$ cat config.mk
export PLATFORM = sky130hd
export DESIGN_NAME = typec_status_adc_readout
export DESIGN_NICKNAME = d
export VERILOG_FILES = /design/src/typec_status_pkg.sv /design/src/pin_sync.sv /design/src/typec_status_adc_readout.sv
export VERILOG_INCLUDE_DIRS = /design/src
export SDC_FILE = /design/constraint.sdc
export NUM_CORES = 1
export LEC_CHECK = 0
export ABC_AREA = 1
export BUFFER_PORTS_ARGS = -buffer_cell sky130_fd_sc_hd__clkbuf_2
export CAP_MARGIN = 20
export CORE_ASPECT_RATIO = 0.5
export CORE_MARGIN = 3
export CORE_UTILIZATION = 61
export CTS_BUF_LIST = sky130_fd_sc_hd__clkbuf_8
export DETAILED_ROUTE_END_ITERATION = 8
export PLACE_DENSITY = 0.89
export SLEW_MARGIN = 20
export SYNTH_ARGS = -nofsm -noshare
export SYNTH_HDL_FRONTEND = slang
export SYNTH_SLANG_ARGS = --single-unit
$ cat constraint.sdc
create_clock -name ref_clk_i -period 2.1 [get_ports ref_clk_i]
set_clock_uncertainty 0.05 [all_clocks]
set_input_delay 0.42 -clock ref_clk_i [delete_from_list [all_inputs] [get_ports ref_clk_i]]
set_output_delay 0.42 -clock ref_clk_i [all_outputs]
set_load 0.05 [all_outputs]
$ cat src/typec_status_cfg.svh
`ifndef TYPEC_STATUS_CFG_SVH
`define TYPEC_STATUS_CFG_SVH

// register offsets on the two-wire port
`define OFS_PORT_SUMMARY 8'h0D
`define OFS_PORT_CONN 8'h0E
`define OFS_CURRENT 8'h10
`define OFS_VOLTAGE 8'h11
`define OFS_TEMP 8'h12

// field positions
`define SUPPLY_BIT 0
`define SINK_BIT 4
`define PIN_LSB 4
`define PIN_MSB 5
`define STATE_LSB 0
`define STATE_MSB 3

// reset values
`define RST_BYTE 8'h00
`define RST_PIN 2'h0
`define RST_STATE 4'h0
`define RST_PTR 8'h00

// output level selection for which the voltage scaling holds
`define VSEL_NOMINAL 3'h0

// pin synchroniser
`define SYNC_STAGES 3
`define BUS_IDLE_LVL 1'h1

`endif

$ cat src/typec_status_pkg.sv
package typec_status_pkg;

  typedef enum logic [3:0] {
    SRC_DISABLED,
    SRC_ERROR_RECOVERY,
    SRC_UNATTACHED,
    SRC_ATTACH_WAIT,
    SRC_ATTACHED_CC1,
    SRC_ATTACHED_CC2
  } source_fsm_state_t;

  typedef struct packed {
    logic supply_applied_flag;
    logic [1:0] active_config_pin;
    source_fsm_state_t source_fsm_state;
  } conn_status_t;

  typedef struct packed {
    logic [7:0] load_current_code;
    logic load_current_valid;
    logic [7:0] load_voltage_code;
    logic load_voltage_valid;
    logic [7:0] die_temp_code;
    logic die_temp_valid;
  } measure_t;

  typedef enum logic [2:0] {
    TW_IDLE,
    TW_ADDR,
    TW_PTR,
    TW_WDATA,
    TW_ACK,
    TW_TX,
    TW_RACK
  } tw_state_t;

endpackage

$ cat src/pin_sync.sv
`timescale 1ns/100ps
`default_nettype none
`include "typec_status_cfg.svh"

module pin_sync #(
  parameter int WIDTH = 2
) (
  input wire logic ref_clk_i,
  input wire logic arst_n_i,
  input wire logic [WIDTH-1:0] pin_i,
  output logic [WIDTH-1:0] level_o
);

  logic [WIDTH-1:0] s1_r;
  logic [WIDTH-1:0] s2_r;
  logic [WIDTH-1:0] s3_r;

  //////////////////////////////////////////////////////////////////////////
  // three stages, level moves once stage two and three agree
  always_ff @(posedge ref_clk_i or negedge arst_n_i) begin
    if (!arst_n_i) begin
      s1_r <= {WIDTH{`BUS_IDLE_LVL}};
      s2_r <= {WIDTH{`BUS_IDLE_LVL}};
      s3_r <= {WIDTH{`BUS_IDLE_LVL}};
    end else begin
      s1_r <= pin_i;
      s2_r <= s1_r;
      s3_r <= s2_r;
    end
  end

  genvar g;
  generate
    for (g = 0; g < WIDTH; g++) begin : g_bit
      always_ff @(posedge ref_clk_i or negedge arst_n_i) begin
        if (!arst_n_i) begin
          level_o[g] <= `BUS_IDLE_LVL;
        end else if (s2_r[g] == s3_r[g]) begin
          level_o[g] <= s3_r[g];
        end
      end
    end
  endgenerate

endmodule

`default_nettype wire

$ cat src/typec_status_adc_readout.sv
// How it works
// - bit 0 of summary shows supply applied
// - connection status at 0x0E, writes ignored
// - bits 3:0 report source state machine state
// - current code, eight bits, resets to zero
// - voltage code, scale valid only at select 000
// - temperature code, eight bits, resets to zero
// - summary bit 4 shows sink attached
`timescale 1ns/100ps
`default_nettype none
`include "typec_status_cfg.svh"

module typec_status_adc_readout #(
  // arbitrary bus address
  parameter logic [6:0] DEV_ADDR = 7'h2A
) (
  input wire logic ref_clk_i,
  input wire logic arst_n_i,
  input wire logic scl_i,
  input wire logic sda_i,
  output logic sda_o,
  output logic sda_oe_o,
  input wire typec_status_pkg::conn_status_t conn_i,
  input wire typec_status_pkg::measure_t meas_i,
  input wire logic [2:0] output_level_select_i,
  output logic voltage_scale_nominal_o
);
  import typec_status_pkg::*;

  //////////////////////////////////////////////////////////////////////////
  // pin conditioning
  logic [1:0] bus_lvl;
  logic scl_q;
  logic sda_q;
  logic scl_d_r;
  logic sda_d_r;
  logic scl_rise;
  logic scl_fall;
  logic start_det;
  logic stop_det;

  pin_sync #(
    .WIDTH(2)
  ) u_sync (
    .ref_clk_i(ref_clk_i),
    .arst_n_i(arst_n_i),
    .pin_i({scl_i, sda_i}),
    .level_o(bus_lvl)
  );

  assign scl_q = bus_lvl[1];
  assign sda_q = bus_lvl[0];

  always_ff @(posedge ref_clk_i or negedge arst_n_i) begin
    if (!arst_n_i) begin
      scl_d_r <= `BUS_IDLE_LVL;
      sda_d_r <= `BUS_IDLE_LVL;
    end else begin
      scl_d_r <= scl_q;
      sda_d_r <= sda_q;
    end
  end

  assign scl_rise = scl_q & ~scl_d_r;
  assign scl_fall = ~scl_q & scl_d_r;
  assign start_det = scl_q & scl_d_r & sda_d_r & ~sda_q;
  assign stop_det = scl_q & scl_d_r & ~sda_d_r & sda_q;

  //////////////////////////////////////////////////////////////////////////
  // status and measurement registers
  logic [7:0] summary_r;
  logic [7:0] conn_r;
  logic [7:0] current_r;
  logic [7:0] voltage_r;
  logic [7:0] temp_r;
  logic sink_att;

  assign sink_att = (conn_i.source_fsm_state == SRC_ATTACHED_CC1) ||
                    (conn_i.source_fsm_state == SRC_ATTACHED_CC2);

  always_ff @(posedge ref_clk_i or negedge arst_n_i) begin
    if (!arst_n_i) begin
      summary_r <= `RST_BYTE;
    end else begin
      summary_r <= `RST_BYTE;
      summary_r[`SUPPLY_BIT] <= conn_i.supply_applied_flag;
      summary_r[`SINK_BIT] <= sink_att;
    end
  end

  always_ff @(posedge ref_clk_i or negedge arst_n_i) begin
    if (!arst_n_i) begin
      conn_r <= `RST_BYTE;
    end else begin
      conn_r <= `RST_BYTE;
      conn_r[`STATE_MSB:`STATE_LSB] <= conn_i.source_fsm_state;
      conn_r[`PIN_MSB:`PIN_LSB] <= conn_i.active_config_pin;
    end
  end

  always_ff @(posedge ref_clk_i or negedge arst_n_i) begin
    if (!arst_n_i) begin
      current_r <= `RST_BYTE;
    end else if (meas_i.load_current_valid) begin
      current_r <= meas_i.load_current_code;
    end
  end

  always_ff @(posedge ref_clk_i or negedge arst_n_i) begin
    if (!arst_n_i) begin
      voltage_r <= `RST_BYTE;
    end else if (meas_i.load_voltage_valid) begin
      voltage_r <= meas_i.load_voltage_code;
    end
  end

  always_ff @(posedge ref_clk_i or negedge arst_n_i) begin
    if (!arst_n_i) begin
      voltage_scale_nominal_o <= 1'b0;
    end else begin
      voltage_scale_nominal_o <= (output_level_select_i == `VSEL_NOMINAL);
    end
  end

  always_ff @(posedge ref_clk_i or negedge arst_n_i) begin
    if (!arst_n_i) begin
      temp_r <= `RST_BYTE;
    end else if (meas_i.die_temp_valid) begin
      temp_r <= meas_i.die_temp_code;
    end
  end

  //////////////////////////////////////////////////////////////////////////
  // read multiplexer
  logic [7:0] ptr_r;
  logic [7:0] rd_data;

  always_comb begin
    case (ptr_r)
      `OFS_PORT_SUMMARY: rd_data = summary_r;
      `OFS_PORT_CONN: rd_data = conn_r;
      `OFS_CURRENT: rd_data = current_r;
      `OFS_VOLTAGE: rd_data = voltage_r;
      `OFS_TEMP: rd_data = temp_r;
      default: rd_data = `RST_BYTE;
    endcase
  end

  //////////////////////////////////////////////////////////////////////////
  // two-wire target
  tw_state_t state_r;
  tw_state_t after_ack_r;
  logic [3:0] bit_cnt_r;
  logic [7:0] shift_r;
  logic [7:0] tx_r;

  always_ff @(posedge ref_clk_i or negedge arst_n_i) begin
    if (!arst_n_i) begin
      sda_o <= 1'b0;
    end else begin
      sda_o <= 1'b0;
    end
  end

  always_ff @(posedge ref_clk_i or negedge arst_n_i) begin
    if (!arst_n_i) begin
      state_r <= TW_IDLE;
      after_ack_r <= TW_IDLE;
      bit_cnt_r <= 4'h0;
      shift_r <= `RST_BYTE;
      tx_r <= `RST_BYTE;
      ptr_r <= `RST_PTR;
      sda_oe_o <= 1'b0;
    end else if (start_det) begin
      state_r <= TW_ADDR;
      bit_cnt_r <= 4'h0;
      sda_oe_o <= 1'b0;
    end else if (stop_det) begin
      state_r <= TW_IDLE;
      sda_oe_o <= 1'b0;
    end else begin
      case (state_r)
        TW_ADDR, TW_PTR, TW_WDATA: begin
          if (scl_rise && bit_cnt_r != 4'h8) begin
            shift_r <= {shift_r[6:0], sda_q};
            bit_cnt_r <= bit_cnt_r + 4'h1;
          end else if (scl_fall && bit_cnt_r == 4'h8) begin
            bit_cnt_r <= 4'h0;
            if (state_r == TW_ADDR) begin
              if (shift_r[7:1] == DEV_ADDR) begin
                sda_oe_o <= 1'b1;
                state_r <= TW_ACK;
                after_ack_r <= shift_r[0] ? TW_TX : TW_PTR;
              end else begin
                state_r <= TW_IDLE;
              end
            end else if (state_r == TW_PTR) begin
              ptr_r <= shift_r;
              sda_oe_o <= 1'b1;
              state_r <= TW_ACK;
              after_ack_r <= TW_WDATA;
            end else begin
              // data byte dropped, pointer moves on
              ptr_r <= ptr_r + 8'h01;
              sda_oe_o <= 1'b1;
              state_r <= TW_ACK;
              after_ack_r <= TW_WDATA;
            end
          end
        end
        TW_ACK: begin
          if (scl_fall) begin
            bit_cnt_r <= 4'h0;
            state_r <= after_ack_r;
            if (after_ack_r == TW_TX) begin
              tx_r <= rd_data;
              sda_oe_o <= ~rd_data[7];
              ptr_r <= ptr_r + 8'h01;
            end else begin
              sda_oe_o <= 1'b0;
            end
          end
        end
        TW_TX: begin
          if (scl_fall) begin
            if (bit_cnt_r == 4'h7) begin
              sda_oe_o <= 1'b0;
              state_r <= TW_RACK;
            end else begin
              tx_r <= {tx_r[6:0], 1'b0};
              sda_oe_o <= ~tx_r[6];
              bit_cnt_r <= bit_cnt_r + 4'h1;
            end
          end
        end
        TW_RACK: begin
          if (scl_rise) begin
            state_r <= sda_q ? TW_IDLE : TW_ACK;
            after_ack_r <= TW_TX;
          end
        end
        default: begin
          sda_oe_o <= 1'b0;
        end
      endcase
    end
  end

endmodule

`default_nettype wire

==> flow_summary.toml, run 1 <==
[sta]
post-route-period-util = 0.887
slew_viol_final = 0
clock.fmax_mhz = 537
rsz0062_at_grt = "no"
hold_violations = 0
relSlewSlack = 0.625
finalSetupTns_ns = 0
finalCriticalPeriod_ns = 1.86
tightest_slew_ns = 0.560
report.final.setup_viol = 0

[finish]
syn_to_final_growth_pct = 12.7
layout-drive-gt1-share = 0.225
utilization = 0.758
final_common_cell = "nand2_1"
n_antenna_cell = 0
fillers = 428
layout_common_cells = "nand2_1 (136), dfrtp_1 (67), inv_1 (48), nand3_1 (48), clkbuf_2 (41)"
register_area_um2 = 1940
layout.nets = 567
multi_input_area_um2 = 1730

[global_route]
grt_pass1_vias = 3205
globalRouteOverflowTotal = 0
antenna_found_initial = 0
track_usage = 0.255
grt_pass1_wl_mm = 15.2
grt_max_degree = 66

[clock_tree]
cts-resized-gates = 0
insertion_delay_ns = 0.37
clock-sinks = 77
cts_root_buf = "clkbuf_8"
cts_tree = "done"
clockBufferDepth = 2
cts_buffers = 9
path_clk_slew_ns = 0.08
cts_setup_buffers = 0
h-tree-depth = 3

[drt]
routedWlPerCell_um = 14.6
vias_per_cell = 5.53
ant_nets = 0
num_vias = 3369
drt-pass1-iter-count = 5
drcViolationCount = 0
drtIter0Drc = 285
wl_mm = 8.91

[worst_setup_path]
r2r-start = "ptr_r[0]"
criticalPathCategory = "reg -> reg"
cp_common_cell = "nand2_1"
critPathMaxStageDelay_ns = 0.45
reg2reg_slack_ns = 0.24
cp-start-kind = "register"
required_ns = 2.37
path_cells = "inv_1 > ha_1 > inv_1 > nor2_1 > nand2_1 > o21ai_1 > nor2_1 > nand2_1 > nand2_1 > nand2_1"
cp-end-kind = "register"
r2r_cells = 10
cp_slowest_cell = "dfrtp_1"
worst-path-buf-inv = 2
r2r-end = "tx_r[4]"
crit_arrival_ns = 2.13
crit_family = "simple AND/OR/NAND/NOR gates"
cp_max_fo = 7

[logic_synthesis]
syn_nets = 520
syn_area_um2 = 3940
syn_inst = 473
avgSynthCellArea_um2 = 8.32
synth-async-reset-ratio = 1.00
yosysSeqAreaShare = 0.493
ys_types = 35
ys.flop_type = "dfrtp_1"
ys_ff_latch = 77
yosys_warnings = 0
synth-edff-count = 0

[pwr]
leakage_nw = 2.23
power.density_nw_per_um2 = 993
finalPower_mw = 4.40
irDropWorstVdd_v = 0.000623

[placed_design]
place_congestion = 1.01
numPortBuffers = 42
hpwlAfterDp_mm = 6.47

[floorplan]
start_util = 0.673
core_area_um2 = 5850
die_y_um = 62.8
die_w_um = 120
die-area_um2 = 7510
num_rows = 19
ioPinCount = 44

[run_status]
status = "finished, final reports clean"

[flow_run]
maxCapViolations = 0

[min_path]
whs_endpoint = "u_sync.s1_r[1]"
hold_class = "in -> reg"
whs_path_depth = 1
worstHoldStart = "scl_i"
## cells by family (layout without fill, tap and decap cells)
family                   Yosys count  in the layout  share of synthesized area
other                              1              1                   0.000953
AO/OA/AOI/OAI                     41             41                     0.0582
buffers and inverters             67            119                     0.0684
adder cells (fa/ha/maj)            8              8                     0.0242
XOR/XNOR                           3              3                    0.00668
flip-flops                        77             77                      0.493
AND/OR/NAND/NOR                  256            256                      0.292
multiplexers                      20             20                     0.0572
## power by group
part / switching (mW) / internal [mW]
Sequential: 0.224 / 1.75
Combinational: 0.924 / 0.458
Clock: 0.581 / 0.466
Total: 1.73 / 2.67
## final cells by class
cell class / count / share of cell area
tap: 84 / 0.0237
inverter: 55 / 0.0466
clock buffer: 10 / 0.0310
sequential: 77 / 0.437
timing repair buffer: 48 / 0.0615
multi-input combinational: 329 / 0.389
clock inverter: 6 / 0.0104
## metal layers
| metal | GRT usage | part of all wire |
|---|---|---|
| met3 | 0.0832 | 0.080 |
| met2 | 0.369 | 0.43 |
| met1 | 0.365 | 0.47 |
| met5 | 0 | 0 |
| met4 | 0.0785 | 0.016 |
## flip-flops by register name, summed over array words and instances, names as in the netlist, 2 cells and up
signal / count
after_ack_r: 3
bit_cnt_r: 4
conn_r: 6
current_r: 8
ptr_r: 8
shift_r: 8
state_r: 3
summary_r: 2
temp_r: 8
tx_r: 7
u_sync.level_o: 2
u_sync.s1_r: 2
u_sync.s2_r: 2
u_sync.s3_r: 2
voltage_r: 8
## through the flow
step,setup WS (ns),instance area (µm²),hold slack (ns),instances
after global placement,0.312,4240,0.223,592
after global routing,0.0454,4430,0.0587,609
after floorplan,0.617,3940,0.0744,473
after detailed placement,0.309,4240,0.228,592
after CTS,0.284,4430,0.0678,609
final,0.237,4430,0.0765,609
## worst max path at each step
stage               depth (start not counted)  endpoint     start  slack [ns]
floorplan                                  10   tx_r[4]  ptr_r[0]        0.62
global placement                           10   tx_r[0]  ptr_r[0]        0.31
detailed placement                         10   tx_r[4]  ptr_r[0]        0.31
CTS                                        10   tx_r[4]  ptr_r[0]        0.28
global route                               10   tx_r[1]  ptr_r[0]        0.05
finish                                     10   tx_r[4]  ptr_r[0]        0.24
## synth_stat cells, types with 3 or more instances
cell type | number | share of area
ha_1 | 6 | 0.019
dfstp_2 | 10 | 0.067
inv_1 | 48 | 0.046
buf_2 | 5 | 0.0064
nand2_1 | 136 | 0.13
mux2_2 | 20 | 0.057
nor2_2 | 8 | 0.013
nand3b_1 | 4 | 0.0076
o21ai_1 | 15 | 0.019
nand4_1 | 12 | 0.019
inv_2 | 7 | 0.0067
a21oi_1 | 3 | 0.0038
nor3_1 | 4 | 0.0051
o21ai_0 | 17 | 0.022
nor2_1 | 35 | 0.033
nand3_1 | 48 | 0.061
dfrtp_1 | 67 | 0.43
buf_4 | 3 | 0.0057
clkbuf_1 | 4 | 0.0038
## what timing repair did
| item | in CTS | in global routing |
|---|---|---|
| endpoints found under the setup margin | 0 | 0 |
| hold endpoints to repair | 12 | 0 |
| hold buffers | 1 | 0 |
Note: power is estimated with default switching activity, not from simulation.
==> inputs of run 2 (changes only) <==
- RECOVER_POWER: default -> 50
==> run 2 against run 1 <==
  * Cell area fell by 0.20%
  * Die area unchanged
  * Sequential share of layout area grew 0.087 points
  * Utilization fell by 0.15 points
  * Via count decreased by 0.45%
  * Critical path depth stayed put
  * Worst setup slack improved by 0.0051 ns
  * Clock power about the same
  * Cell count is the same
  * Sequential power about the same
  * Largest cell class unchanged
==> flow_summary.toml, run 2 (synthesis results as in run 1) <==
[worst_setup_path]
r2r_cells = 10
reg2reg_slack_ns = 0.24
cp-end-kind = "register"
startpoint = "ptr_r[0]"
r2r-start = "ptr_r[0]"
crit_arrival_ns = 2.13
criticalPathCategory = "reg -> reg"
r2r-end = "tx_r[4]"
cp_max_fo = 7
cp-start-kind = "register"
required_ns = 2.37

[min_path]
whs_path_depth = 1
whs_endpoint = "u_sync.s1_r[1]"
worstHoldStart = "scl_i"
hold_class = "in -> reg"

[sta]
rsz0062_at_grt = "no"
tightest_slew_ns = 0.763
finalCriticalPeriod_ns = 1.86
relSlewSlack = 0.491
holdWs_ns = 0.0758
fin_ws_ns = 0.242
post-route-period-util = 0.885
finalSetupTns_ns = 0
slew_viol_final = 0
clock.fmax_mhz = 538
report.final.setup_viol = 0
hold_violations = 0

[pwr]
p_switching_mw = 1.74
clockPowerShare = 0.239
leakage_nw = 2.21
seqPwrFrac = 0.448
internal_power_mw = 2.67
finalPower_mw = 4.40
switching_share = 0.394
p_comb_frac = 0.313
irDropWorstVdd_v = 0.000622
power.density_nw_per_um2 = 995

[placed_design]
place_area_um2 = 4240
numPortBuffers = 42
place_ws_ns = 0.309
place_congestion = 1.01
hpwlAfterDp_mm = 6.47
dp_cells = 592

[global_route]
antenna_found_initial = 0
grt_pass1_wl_mm = 15.2
track_usage = 0.255
grt_max_degree = 66
globalRouteOverflowTotal = 0
grt_pass1_vias = 3205

[drt]
drtIter0Drc = 316
ant_nets = 0
routedWlPerCell_um = 14.7
vias_per_cell = 5.51
num_vias = 3354
drcViolationCount = 0
drt-pass1-iter-count = 5
wl_mm = 8.96

[finish]
final_cell_area_um2 = 4430
multi_input_area_um2 = 1730
syn_to_final_growth_pct = 12.5
register_area_um2 = 1940
layout-drive-gt1-share = 0.208
final_common_cell = "nand2_1"
fillers = 431
utilization = 0.757
n_antenna_cell = 0
layout_common_cells = "nand2_1 (136), dfrtp_1 (67), inv_1 (48), nand3_1 (48), clkbuf_2 (37)"
layout.nets = 567
layout.cells.non_filler = 609

[floorplan]
core_area_um2 = 5850
num_rows = 19
die_w_um = 120
die_y_um = 62.8
die-area_um2 = 7510
start_util = 0.673
ioPinCount = 44

[clock_tree]
cts_buffers = 9
path_clk_slew_ns = 0.09
clockBufferDepth = 2
cts-resized-gates = 0
cts_root_buf = "clkbuf_8"
cts_tree = "done"
insertion_delay_ns = 0.37
clock-sinks = 77
h-tree-depth = 3

[run_status]
status = "finished, final reports clean"

[flow_run]
maxCapViolations = 0
run 2: cell count changes in the layout (fill, tap and decap cells not counted):
cell | before | now
dfstp_1 | 0 | 4
dfstp_2 | 10 | 6
buf_4 | 5 | 4
clkbuf_2 | 41 | 37
clkbuf_1 | 0 | 5
run 2: final cells by class:
cell class | count | share of cell area
Multi-Input combinational cell | 329 | 0.390
Sequential cell | 77 | 0.438
Clock buffer | 10 | 0.0311
Clock inverter | 6 | 0.0105
Timing Repair Buffer | 48 | 0.0597
Inverter | 55 | 0.0466
Tap cell | 84 | 0.0237
run 2: routing by layer:
| metal | track usage | wire length [µm] | share of wire |
|---|---|---|---|
| met3 | 0.0832 | 697 | 0.078 |
| met2 | 0.369 | 3850 | 0.43 |
| met1 | 0.365 | 4280 | 0.48 |
| met4 | 0.0785 | 133 | 0.015 |
| met5 | 0 | 0 | 0 |
run 2: worst max-delay path by stage:
stage | to | slack [ns] | depth (start not counted)
after detailed placement | tx_r[4] | 0.31 | 10
after global placement | tx_r[0] | 0.31 | 10
after floorplan | tx_r[4] | 0.62 | 10
final | tx_r[4] | 0.24 | 10
after CTS | tx_r[4] | 0.28 | 10
after global routing | tx_r[1] | 0.05 | 10
run 2: power groups by stage:
stage          Clock, mW  Combinational [mW]  Sequential [mW]
2_1_floorplan          0                1.06             1.92
5_1_grt             1.14                1.57             2.00
3_3_place_gp           0                1.31             1.98
3_5_place_dp           0                1.35             1.99
6_report            1.05                1.38             1.97
4_1_cts             1.06                1.36             1.97
run 2: what timing repair did:
item	in CTS	in global routing
endpoints found under the hold margin	12	0
setup buffers	0	0
hold buffers	1	0
run 2: worst max-delay path, stage by stage (launching register included):
cell     delay (ns)
dfrtp_1        0.45
inv_1          0.12
ha_1           0.17
inv_1          0.05
nor2_1         0.39
nand2_1        0.14
o21ai_1        0.18
nor2_1         0.06
nand2_1        0.07
nand2_1        0.05
nand2_1        0.05
==> inputs of run 3 (changes only) <==
- CORE_ASPECT_RATIO: 0.5 -> default
==> run 3 against run 2 <==
  * Sequential power about the same
  * Cell area down 0.40%
  * Hold slack improved by 0.023 ns
  * Flip-flop and latch count unchanged
  * Wire length down 7.0%
  * Worst setup slack got worse by 0.0096 ns
  * Count of clock-buffer cells in the layout unchanged
  * Largest power group unchanged
==> flow_summary.toml, run 3 (synthesis results as in run 1) <==
[global_route]
track_usage = 0.241
grt_max_degree = 41
grt_pass1_vias = 3139
globalRouteOverflowTotal = 0
antenna_found_initial = 0
grt_pass1_wl_mm = 14.2

[flow_run]
maxCapViolations = 0

[clock_tree]
cts-resized-gates = 0
cts_tree = "done"
clock-sinks = 77
clockBufferDepth = 2
cts_root_buf = "clkbuf_8"
path_clk_slew_ns = 0.08
h-tree-depth = 3
cts_buffers = 9
insertion_delay_ns = 0.36

[placed_design]
place_area_um2 = 4220
numPortBuffers = 42
dp_cells = 582
hpwlAfterDp_mm = 6.10
place_congestion = 0.927
place_ws_ns = 0.334

[floorplan]
ioPinCount = 44
core_area_um2 = 6100
num_rows = 28
die_y_um = 86.3
die-area_um2 = 7450
die_w_um = 86.3
start_util = 0.646

[run_status]
status = "finished, final reports clean"

[sta]
hold_violations = 0
relSlewSlack = 0.377
tightest_slew_ns = 0.935
post-route-period-util = 0.889
report.final.setup_viol = 0
slew_viol_final = 0
rsz0062_at_grt = "no"
finalSetupTns_ns = 0
clock.fmax_mhz = 536
finalCriticalPeriod_ns = 1.87
fin_ws_ns = 0.233
holdWs_ns = 0.0985

[finish]
syn_to_final_growth_pct = 12.0
layout_common_cells = "nand2_1 (136), dfrtp_1 (67), inv_1 (48), nand3_1 (48), clkbuf_2 (40)"
layout.cells.non_filler = 599
layout.nets = 566
final_common_cell = "nand2_1"
layout-drive-gt1-share = 0.214
n_antenna_cell = 0
final_cell_area_um2 = 4410
utilization = 0.723

[worst_setup_path]
r2r-start = "u_sync.level_o[0]"
reg2reg_slack_ns = 0.23
crit_arrival_ns = 2.11
startpoint = "u_sync.level_o[0]"
r2r-end = "ptr_r[2]"
criticalPathCategory = "reg -> reg"
cp-end-kind = "register"
r2r_cells = 8
cp-start-kind = "register"
cp_max_fo = 8
required_ns = 2.34

[pwr]
leakage_nw = 2.22
irDropWorstVdd_v = 0.000544
finalPower_mw = 4.37
power.density_nw_per_um2 = 991

[drt]
vias_per_cell = 5.49
num_vias = 3288
drtIter0Drc = 335
drcViolationCount = 0
routedWlPerCell_um = 13.9
ant_nets = 0
drt-pass1-iter-count = 5
wl_mm = 8.33

[min_path]
whs_path_depth = 1
whs_endpoint = "u_sync.s1_r[0]"
worstHoldStart = "sda_i"
hold_class = "in -> reg"
==> run 3: cell types whose count changed in the layout (fill, tap and decap cells not counted) <==
cell	change
buf_4	-1
clkbuf_1	-3
clkbuf_2	+3
clkinv_2	+1
clkinv_4	-1
clkinvlp_4	-1
dfstp_1	-1
dfstp_2	+1
inv_6	+1
==> run 3: power by group <==
group | internal, mW | switching [mW] | total (mW)
clock | 0.467 | 0.580 | 1.05
sequential | 1.75 | 0.213 | 1.96
combinational | 0.456 | 0.904 | 1.36
total | 2.67 | 1.70 | 4.37
==> run 3: worst max-delay path by stage <==
stage               endpoint  slack [ns]
finish              ptr_r[2]        0.23
global route        ptr_r[7]        0.07
CTS                 ptr_r[6]        0.31
detailed placement  ptr_r[6]        0.33
global placement     tx_r[4]        0.37
floorplan            tx_r[4]        0.62
==> run 3: cell type report <==
type | count | area, µm²
clock buffers | 10 | 138
clock inverters | 6 | 43.8
fillers | 455 | 1690
inverters | 55 | 206
multi-input cells | 329 | 1730
flip-flops and latches | 77 | 1940
well taps | 75 | 93.8
repair buffers | 47 | 260
==> run 3: critical path, stage by stage (launching register included) <==
cell and delay (ns):
dfstp_1 0.63, inv_1 0.12, nor3_1 0.35, nor2_1 0.16, nand2_1 0.17, inv_2 0.09, nand4_4 0.11, nand2_1 0.07
nand2_1 0.06
==> run 3: timing repair <==
item                      CTS  global route
hold buffers                1             0
setup buffers               0             0
hold endpoints to repair   24             0
==> run 3: metal layers <==
metal,part of all wire,global-route usage,up-vias
li1,-,-,1616
met1,0.45,0.332,1568
met2,0.48,0.385,87
met3,0.049,0.0399,17
met4,0.020,0.0935,0
met5,0,0,-
